--- src/lane_cfg_defines.svh ---
// Purpose: Offsets, field positions, reset values for the lane configuration bank
// Assumes: Register index equals printed offset (offsets not all multiples of four)
// Notes: Definitions only
`ifndef LANE_CFG_DEFINES_SVH
`define LANE_CFG_DEFINES_SVH
`define ADDR_W 12
`define OFS_OFFSET_TRIM 12'h013
`define OFS_PATTERN_SEL 12'h014
`define OFS_CUSTOM_HIGH 12'h015
`define OFS_CUSTOM_LOW 12'h016
`define OFS_LINK_STATUS 12'h801
`define OFS_LINK_RESET 12'h802
`define OFS_LINK_CTRL 12'h805
`define OFS_PAD_SWING 12'h808
`define OFS_SEED_LOW 12'h809
`define OFS_SEED_HIGH 12'h80a
`define OFS_PRBS_SEL 12'h80b
`define OFS_LINK_ID 12'h820
`define OFS_LANE_CTRL 12'h871
`define OFS_IRQ_STATUS 12'h900
`define OFS_IRQ_ENABLE 12'h901
`define OFS_IRQ_CLEAR 12'h902
`define BIT_SYNC_FAULT 7
`define BIT_UNIT_RST 7
`define BIT_FSM_RST 3
`define BIT_SYNC_POLARITY_SELECT 5
`define BIT_SCRAMBLER_INPUT_BIT_REVERSE 2
`define BIT_REV_ENC 1
`define BIT_REV_SER 0
`define BIT_SCR_SRC 6
`define STATUS_RSVD 8'h60
`define CTRL_FIXED 8'h08
`define RST_SWING 3'h3
`define RST_SEED_LOW 7'h00
`define RST_SEED_HIGH 8'hff
`define MID_SCALE 16'h8000
`define NEG_FS 16'h0000
`define POS_FS 16'hffff
`define ALT_A 16'h5555
`define ALT_B 16'haaaa
`define ZERO8 8'h00
`endif

--- src/lane_cfg_pkg.sv ---
// Purpose: Types for the lane configuration bank
// Assumes: Nothing
// Notes: Constants live in the defines header
package lane_cfg_pkg;
   typedef enum logic [2:0] {
      PAT_OFF, PAT_MID, PAT_NEG, PAT_POS, PAT_TOGGLE, PAT_CUSTOM, PAT_ALT_A, PAT_ALT_B
   } pattern_t;
   typedef enum logic [1:0] {PRBS_7A, PRBS_7B, PRBS_23, PRBS_31} prbs_t;
   typedef enum {LINK_RUN, LINK_RESET} link_state_t;
   typedef struct packed {
      logic [11:0] addr;
      logic [7:0] wdata;
      logic wr;
      logic rd;
   } reg_req_t;
   typedef struct packed {
      logic sync_active_high;
      logic rev_scrambler;
      logic rev_encoder;
      logic rev_serial;
      logic prbs_source;
      prbs_t sequence_type_select;
      logic [14:0] scr_seed;
   } link_cfg_t;
endpackage

--- src/lane_cfg_bank.sv ---
// Purpose: Register bank for offset trim, test pattern and serial lane controls
// Assumes: Single clock, synchronous inputs, plain register port
// Notes: Data path applies trim then pattern; lane cfg is exported as a struct
// Behaviour
// A six-bit signed offset from +31 to -32 LSB is added to the sample, zero meaning none.
// A three-bit selector replaces the sample with off, mid, -FS, +FS, toggle, custom or alternating patterns.
// Custom word bits 15..8 come from their own RW register that resets to zero.
// Custom word bits 7..0 come from their own RW register that resets to zero.
// Status bit 7 is set on a link sync error and resets to zero.
// Writing one to reset bit 7 resets the whole serial unit.
// Writing one to reset bit 3 resets only the serial state machine.
// Control bit 5 picks sync polarity, 0 active low and 1 active high.
// Control bit 2 reverses word bit order into the scrambler.
// Control bit 1 reverses byte bit order into the encoder.
// Control bit 0 reverses code word bit order into the lane.
// Scrambler seed bits 6..0 come from an RW field reset to zero.
// Scrambler seed bits 14..7 come from an RW field reset to all ones.
// A two-bit field picks PRBS-7 for 00 and 01, PRBS-23 for 10, PRBS-31 for 11.
// An eight-bit read-only link identifier is readable and drives the link identity.
// When the source bit is one the scrambler and encoder take PRBS data instead of frames.
// The sync fault flag stays set until software writes zero to it; the code also clears it on a write of one to interrupt clear bit 7.
`timescale 1ns/100ps
`include "lane_cfg_defines.svh"
module lane_cfg_bank #(
   parameter logic [7:0] LINK_ID = 8'h3c, // Arbitrary identity value
   parameter int SAMPLE_W = 16,
   parameter int RST_CYCLES = 4
) (
   input wire logic clk_i,
   input wire logic sys_rst_i,
   input wire logic ce_i,
   input wire lane_cfg_pkg::reg_req_t req_i,
   output logic [7:0] rdata_o,
   input wire logic [SAMPLE_W-1:0] sample_i,
   input wire logic sample_valid_i,
   output logic [SAMPLE_W-1:0] sample_o,
   input wire logic sync_req_i,
   input wire logic sync_error_i,
   output logic sync_asserted_o,
   output logic unit_rst_o,
   output logic fsm_rst_o,
   output lane_cfg_pkg::link_cfg_t link_cfg_o,
   output logic [7:0] link_id_o,
   output logic [2:0] pad_swing_o,
   output logic irq_o
);
   import lane_cfg_pkg::*;

   // ***************************
   // Elaboration checks
   // ***************************
   if (SAMPLE_W != 16) begin : g_bad_w
      $error("lane_cfg_bank supports only 16-bit samples");
   end
   if (RST_CYCLES < 1 || RST_CYCLES > 255) begin : g_bad_rst
      $error("RST_CYCLES must be 1 to 255");
   end

   // ***************************
   // Register state
   // ***************************
   logic [5:0] trim_q, trim_d;
   pattern_t pat_q, pat_d;
   logic [7:0] cust_hi_q, cust_hi_d, cust_lo_q, cust_lo_d;
   logic fault_q, fault_d;
   logic [7:0] ctrl_q, ctrl_d;
   logic [2:0] swing_q, swing_d;
   logic [6:0] seed_lo_q, seed_lo_d;
   logic [7:0] seed_hi_q, seed_hi_d;
   prbs_t prbs_q, prbs_d;
   logic src_q, src_d;
   logic irq_en_q, irq_en_d;
   logic [7:0] rdata_q, rdata_d;
   link_state_t st_q, st_d;
   logic [7:0] cnt_q, cnt_d;
   logic unit_q, unit_d, fsm_q, fsm_d;
   logic [SAMPLE_W-1:0] out_q, out_d;
   logic toggle_q, toggle_d;

   // Exact address match shared by write and read paths
   function automatic logic hit(input logic [11:0] a, input logic [11:0] ofs);
      hit = (a == ofs);
   endfunction

   // ***************************
   // Register writes and reads
   // ***************************
   // Set wins over a clear in the same cycle so a fault is never lost
   always_comb begin
      trim_d = trim_q;
      pat_d = pat_q;
      cust_hi_d = cust_hi_q;
      cust_lo_d = cust_lo_q;
      ctrl_d = ctrl_q;
      swing_d = swing_q;
      seed_lo_d = seed_lo_q;
      seed_hi_d = seed_hi_q;
      prbs_d = prbs_q;
      src_d = src_q;
      irq_en_d = irq_en_q;
      fault_d = fault_q;
      rdata_d = `ZERO8;
      if (req_i.wr) begin
         if (hit(req_i.addr, `OFS_OFFSET_TRIM)) begin
            trim_d = req_i.wdata[5:0];
         end else if (hit(req_i.addr, `OFS_PATTERN_SEL)) begin
            pat_d = pattern_t'(req_i.wdata[2:0]);
         end else if (hit(req_i.addr, `OFS_CUSTOM_HIGH)) begin
            cust_hi_d = req_i.wdata;
         end else if (hit(req_i.addr, `OFS_CUSTOM_LOW)) begin
            cust_lo_d = req_i.wdata;
         end else if (hit(req_i.addr, `OFS_LINK_STATUS)) begin
            if (!req_i.wdata[`BIT_SYNC_FAULT]) begin
               fault_d = 1'b0;
            end
         end else if (hit(req_i.addr, `OFS_LINK_CTRL)) begin
            ctrl_d = req_i.wdata;
         end else if (hit(req_i.addr, `OFS_PAD_SWING)) begin
            swing_d = req_i.wdata[2:0];
         end else if (hit(req_i.addr, `OFS_SEED_LOW)) begin
            seed_lo_d = req_i.wdata[6:0];
         end else if (hit(req_i.addr, `OFS_SEED_HIGH)) begin
            seed_hi_d = req_i.wdata;
         end else if (hit(req_i.addr, `OFS_PRBS_SEL)) begin
            prbs_d = prbs_t'(req_i.wdata[1:0]);
         end else if (hit(req_i.addr, `OFS_LANE_CTRL)) begin
            src_d = req_i.wdata[`BIT_SCR_SRC];
         end else if (hit(req_i.addr, `OFS_IRQ_ENABLE)) begin
            irq_en_d = req_i.wdata[`BIT_SYNC_FAULT];
         end else if (hit(req_i.addr, `OFS_IRQ_CLEAR)) begin
            if (req_i.wdata[`BIT_SYNC_FAULT]) begin
               fault_d = 1'b0;
            end
         end
      end
      if (sync_error_i) begin
         fault_d = 1'b1;
      end
      if (req_i.rd) begin
         if (hit(req_i.addr, `OFS_OFFSET_TRIM)) begin
            rdata_d = {2'b00, trim_q};
         end else if (hit(req_i.addr, `OFS_PATTERN_SEL)) begin
            rdata_d = {5'h00, pat_q};
         end else if (hit(req_i.addr, `OFS_CUSTOM_HIGH)) begin
            rdata_d = cust_hi_q;
         end else if (hit(req_i.addr, `OFS_CUSTOM_LOW)) begin
            rdata_d = cust_lo_q;
         end else if (hit(req_i.addr, `OFS_LINK_STATUS)) begin
            rdata_d = `STATUS_RSVD | {fault_q, 7'h00};
         end else if (hit(req_i.addr, `OFS_IRQ_STATUS)) begin
            // Interrupt status shares the enable layout, so no reserved bits show here
            rdata_d = {fault_q, 7'h00};
         end else if (hit(req_i.addr, `OFS_LINK_RESET)) begin
            rdata_d = {unit_q, 3'h0, fsm_q, 3'h0};
         end else if (hit(req_i.addr, `OFS_LINK_CTRL)) begin
            rdata_d = {2'b00, ctrl_q[5:4], 1'b1, ctrl_q[2:0]};
         end else if (hit(req_i.addr, `OFS_PAD_SWING)) begin
            rdata_d = {5'h00, swing_q};
         end else if (hit(req_i.addr, `OFS_SEED_LOW)) begin
            rdata_d = {1'b0, seed_lo_q};
         end else if (hit(req_i.addr, `OFS_SEED_HIGH)) begin
            rdata_d = seed_hi_q;
         end else if (hit(req_i.addr, `OFS_PRBS_SEL)) begin
            rdata_d = {6'h00, prbs_q};
         end else if (hit(req_i.addr, `OFS_LINK_ID)) begin
            rdata_d = LINK_ID;
         end else if (hit(req_i.addr, `OFS_LANE_CTRL)) begin
            rdata_d = {1'b0, src_q, 6'h00};
         end else if (hit(req_i.addr, `OFS_IRQ_ENABLE)) begin
            rdata_d = {irq_en_q, 7'h00};
         end
      end
   end

   // ***************************
   // Serial unit soft reset sequencer
   // ***************************
   // Reset bits self-clear after a fixed hold so software need not write zero
   always_comb begin
      st_d = st_q;
      cnt_d = cnt_q;
      unit_d = unit_q;
      fsm_d = fsm_q;
      case (st_q)
         LINK_RUN: begin
            if (req_i.wr && hit(req_i.addr, `OFS_LINK_RESET) &&
                (req_i.wdata[`BIT_UNIT_RST] || req_i.wdata[`BIT_FSM_RST])) begin
               unit_d = req_i.wdata[`BIT_UNIT_RST];
               fsm_d = req_i.wdata[`BIT_FSM_RST] | req_i.wdata[`BIT_UNIT_RST];
               cnt_d = 8'(RST_CYCLES - 1);
               st_d = LINK_RESET;
            end
         end
         LINK_RESET: begin
            if (cnt_q == 8'h00) begin
               unit_d = 1'b0;
               fsm_d = 1'b0;
               st_d = LINK_RUN;
            end else begin
               cnt_d = cnt_q - 8'h01;
            end
         end
         default: st_d = LINK_RUN;
      endcase
   end

   // ***************************
   // Sample path
   // ***************************
   // Trim applied before pattern so test words stay exact
   always_comb begin
      logic [SAMPLE_W-1:0] trimmed;
      trimmed = sample_i + {{(SAMPLE_W-6){trim_q[5]}}, trim_q};
      toggle_d = toggle_q;
      out_d = out_q;
      if (sample_valid_i) begin
         toggle_d = ~toggle_q;
         case (pat_q)
            PAT_OFF: out_d = trimmed;
            PAT_MID: out_d = `MID_SCALE;
            PAT_NEG: out_d = `NEG_FS;
            PAT_POS: out_d = `POS_FS;
            PAT_TOGGLE: out_d = toggle_q ? `POS_FS : `NEG_FS;
            PAT_CUSTOM: out_d = {cust_hi_q, cust_lo_q};
            PAT_ALT_A: out_d = `ALT_A;
            PAT_ALT_B: out_d = `ALT_B;
            default: out_d = trimmed;
         endcase
      end
   end

   // ***************************
   // Registers
   // ***************************
   always_ff @(posedge clk_i) begin
      if (sys_rst_i) begin
         trim_q <= 6'h00;
         pat_q <= PAT_OFF;
         cust_hi_q <= 8'h00;
         cust_lo_q <= 8'h00;
         fault_q <= 1'b0;
         ctrl_q <= `CTRL_FIXED;
         swing_q <= `RST_SWING;
         seed_lo_q <= `RST_SEED_LOW;
         seed_hi_q <= `RST_SEED_HIGH;
         prbs_q <= PRBS_7A;
         src_q <= 1'b0;
         irq_en_q <= 1'b0;
         rdata_q <= 8'h00;
         st_q <= LINK_RUN;
         cnt_q <= 8'h00;
         unit_q <= 1'b0;
         fsm_q <= 1'b0;
         out_q <= '0;
         toggle_q <= 1'b0;
      end else if (ce_i) begin
         trim_q <= trim_d;
         pat_q <= pat_d;
         cust_hi_q <= cust_hi_d;
         cust_lo_q <= cust_lo_d;
         fault_q <= fault_d;
         ctrl_q <= ctrl_d;
         swing_q <= swing_d;
         seed_lo_q <= seed_lo_d;
         seed_hi_q <= seed_hi_d;
         prbs_q <= prbs_d;
         src_q <= src_d;
         irq_en_q <= irq_en_d;
         rdata_q <= rdata_d;
         st_q <= st_d;
         cnt_q <= cnt_d;
         unit_q <= unit_d;
         fsm_q <= fsm_d;
         out_q <= out_d;
         toggle_q <= toggle_d;
      end
   end

   // ***************************
   // Outputs
   // ***************************
   assign rdata_o = rdata_q;
   assign sample_o = out_q;
   assign unit_rst_o = unit_q;
   assign fsm_rst_o = fsm_q;
   assign pad_swing_o = swing_q;
   assign link_id_o = LINK_ID;
   assign irq_o = fault_q & irq_en_q;
   // Polarity normalised here so downstream logic sees active high
   assign sync_asserted_o = ctrl_q[`BIT_SYNC_POLARITY_SELECT] ? sync_req_i : ~sync_req_i;
   assign link_cfg_o.sync_active_high = ctrl_q[`BIT_SYNC_POLARITY_SELECT];
   assign link_cfg_o.rev_scrambler = ctrl_q[`BIT_SCRAMBLER_INPUT_BIT_REVERSE];
   assign link_cfg_o.rev_encoder = ctrl_q[`BIT_REV_ENC];
   assign link_cfg_o.rev_serial = ctrl_q[`BIT_REV_SER];
   assign link_cfg_o.prbs_source = src_q;
   assign link_cfg_o.sequence_type_select = prbs_q;
   assign link_cfg_o.scr_seed = {seed_hi_q, seed_lo_q};
endmodule

--- config.mk ---
export PLATFORM = sky130hd
export DESIGN_NAME = lane_cfg_bank
export DESIGN_NICKNAME = d
export VERILOG_FILES = /design/src/lane_cfg_pkg.sv /design/src/lane_cfg_bank.sv
export VERILOG_INCLUDE_DIRS = /design/src
export SDC_FILE = /design/constraint.sdc
export NUM_CORES = 1
export LEC_CHECK = 0
export BUFFER_PORTS_ARGS = -buffer_cell sky130_fd_sc_hd__buf_2
export CAP_MARGIN = 15
export CORE_AREA = 2 2 144 104
export DETAILED_ROUTE_END_ITERATION = 6
export DIE_AREA = 0 0 146 106
export PLACE_DENSITY = 0.68
export SETUP_SLACK_MARGIN = 0.15
export SLEW_MARGIN = 15
export SYNTH_ARGS = -nofsm -noshare
export SYNTH_HDL_FRONTEND = slang
export SYNTH_SLANG_ARGS = --single-unit
--- constraint.sdc ---
create_clock -name clk_i -period 2.6 [get_ports clk_i]
set_input_delay 0.26 -clock clk_i [delete_from_list [all_inputs] [get_ports clk_i]]
set_output_delay 0.26 -clock clk_i [all_outputs]
set_load 0.01 [all_outputs]
==> results.cfg <==
[status]
status = completed

[hold_path]
hp-class = input pin to flip-flop
min_from = sync_error_i
holdPathEnd = fault_q
worstHoldPathCells = 3

[synthesis]
netlist_instances = 677
ys_seq_area_share_pct = 32.32
ys_seq_elements = 89
synth-edff-count = 0
yosys_warnings = 0
yosysUniqueCellTypes = 79
synth_ff_type = dfxtp_1
syn_area_per_cell_um2 = 8.143
synthArstFlopShare_pct = 0
synth_area_um2 = 5513

[timing]
fin_hold_ws_ns = 0.1660
slew_headroom_pct = 54.62
clock_skew_ns = 0.003690
timing.final.crit_share_pct = 87.72
finalSetupTns_ns = 0
hold_viol_final = 0
slew_viol_final = 0
setup_viol = 0
rsz0062_at_grt = no
fin_crit_ns = 2.281
fmax_mhz = 438.5
worstMarginPinSlew_ns = 0.6635

[clock_network]
cts_tree = done
cts_buffer_depth = 2
numClockSinks = 89
htree_levels = 3
cts_buffers = 9
clk_latency_ns = 0.34
clk_pin_slew_ns = 0.06
cts_root_buffer = clkbuf_16

[power_and_ir_drop]
switchingPower_mw = 0.7955
clockPowerShare_pct = 42.8
sw_frac_of_total_pct = 26.20
pwr-share-comb_pct = 11.3
ir_worst_vdd_v = 0.0003138
p_per_area_nw_per_um2 = 461.3
power.leakage_nw = 2.548
seqPwrFrac_pct = 45.9
p_int_mw = 2.240

[layout]
drive_gt1_share_pct = 22.29
final_nets = 834
layout_common_cells = buf_2 (96), dfxtp_1 (88), nor2_1 (79)
final_common_cell = buf_2
synthToLayoutAreaGrowth_pct = 19.38

[setup_path]
r2r-end = sample_o[10]
ff2ff_path_depth = 10
cp_max_fo = 3
crit_path_end_kind = flip-flop
crit_type = flip-flop to flip-flop
arrival_ns = 2.52
r2r-start = trim_q[0]
startpoint_type = flip-flop
r2r_slack_ns = 0.32
critical_path.startpoint = trim_q[0]
required_ns = 2.84

[floorplan]
ios = 105
chipHeight_um = 106
die-area_um2 = 15480
core_um2 = 14260
rows = 37
initial_utilization_pct = 38.66
die_w_um = 146

[route]
drt_iter0_drc = 651
vias = 5481
vias_per_cell = 5.639
antenna_left = 0
drt-total-wl_um = 17520
drc = 0
avgRoutedWirePerCell_um = 18.02
drtPass1Iterations = 7

[grt]
antenna_found_initial = 1
grt.total_usage_pct = 22.41
grt_pass1_vias = 4945
overflow = 0
grt_start_max_net_pins = 40
grt_pass1_wl_um = 27650

[place]
dp_hpwl_um = 13210
port_buffers = 96
place_congestion = 0.9924

[job]
drv_cap = 0
==> per-layer routing <==
metal | vias up | global-route usage, % | part of all wire (%)
met1 | 2578 | 34.81 | 52
met3 | 28 | 6.352 | 8.4
met5 | - | 0 | 0
li1 | 2669 | - | -
met4 | 0 | 5.687 | 1.7
met2 | 206 | 29.62 | 38
==> cell families (layout without fill, tap and decap cells) <==
| kind of cell | after synthesis | after routing | share of synthesized area [%] |
|---|---|---|---|
| buf+inv | 65 | 158 | 5.492 |
| flops | 89 | 89 | 32.32 |
| simple gates | 258 | 258 | 25.10 |
| xor+xnor | 17 | 17 | 2.701 |
| compound gates | 194 | 194 | 23.58 |
| fa+ha+maj | 18 | 18 | 4.221 |
| other cells | 2 | 9 | 0.1362 |
| mux | 34 | 34 | 6.446 |
==> state kept, by name, indices dropped and copies added, names as in the netlist <==
register,cells
ctrl_q,5
toggle_q,1
irq_en_q,1
fault_q,1
unit_rst_o,1
sample_o,16
rdata_o,8
cnt_q,8
seed_hi_q,8
prbs_q,2
trim_q,6
fsm_rst_o,1
seed_lo_q,7
cust_lo_q,8
pad_swing_o,3
pat_q,3
st_q,1
src_q,1
cust_hi_q,8
==> synthesized netlist by cell type (13+ instances only) <==
master / instances / share of area, %
ha_1: 17 / 3.9
buf_4: 13 / 1.8
o21ai_0: 32 / 2.9
inv_1: 14 / 0.95
a211o_1: 13 / 2.1
clkbuf_1: 29 / 2.0
dfxtp_1: 89 / 32
nor3_1: 24 / 2.2
nor2b_1: 19 / 2.2
nand2_1: 45 / 3.1
nor2_1: 79 / 5.4
mux2i_1: 31 / 5.6
a21oi_1: 67 / 6.1
nand3_1: 27 / 2.5
==> through the flow <==
| step | area [µm²] | setup WS [ns] | std cells | total power, mW | utilization [%] |
|---|---|---|---|---|---|
| floorplan | 5537 | 0.2193 | 683 | 1.624 | - |
| global route | 6579 | 0.1680 | 971 | 3.149 | 46.14 |
| global placement | 6247 | 0.2380 | 955 | 1.758 | 43.81 |
| finish | 6581 | 0.3192 | 972 | 3.036 | 46.16 |
| detailed placement | 6247 | 0.1679 | 955 | 1.757 | 43.81 |
| CTS | 6534 | 0.1513 | 970 | 3.048 | 45.82 |
==> repair_timing <==
item	4_1_cts	5_1_grt
setup endpoints to repair	0	5
buffers inserted	0	1
resized for setup	0	11
hold buffers	0	0
==> power groups by stage <==
| stage | sequential [mW] | clock, mW | combinational (mW) |
|---|---|---|---|
| finish | 1.39 | 1.30 | 0.343 |
| global route | 1.39 | 1.38 | 0.371 |
| CTS | 1.39 | 1.32 | 0.335 |
| detailed placement | 1.42 | 0 | 0.333 |
| global placement | 1.42 | 0 | 0.333 |
| floorplan | 1.43 | 0 | 0.195 |
==> how the worst max path moves through the flow <==
| stage | cells past startpoint | end |
|---|---|---|
| 2_1_floorplan | 6 | sample_o[13] |
| 3_3_place_gp | 9 | sample_o[13] |
| 3_5_place_dp | 10 | sample_o[14] |
| 4_1_cts | 9 | sample_o[14] |
| 5_1_grt | 10 | sample_o[10] |
| 6_report | 10 | sample_o[10] |
==> area by class of cell <==
class                           count  area, µm²
Fill cell                        1505       7677
Timing Repair Buffer              128      720.7
Antenna cell                        1      2.502
Inverter                           15      56.30
Multi-Input combinational cell    529       3488
Sequential cell                    89       1783
Clock buffer                       10      229.0
Tap cell                          195      244.0
Clock inverter                      5      57.56
==> critical path, stage by stage (launching register included) <==
cell and delay, ns:
dfxtp_1 0.39, ha_4 0.17, inv_1 0.05, fa_1 0.38
nand2b_1 0.19, a21oi_2 0.18, a21oi_1 0.12, buf_4 0.16
nor2b_1 0.15, o2111ai_1 0.12, a32o_1 0.27
(Power assumes the default switching activity.)
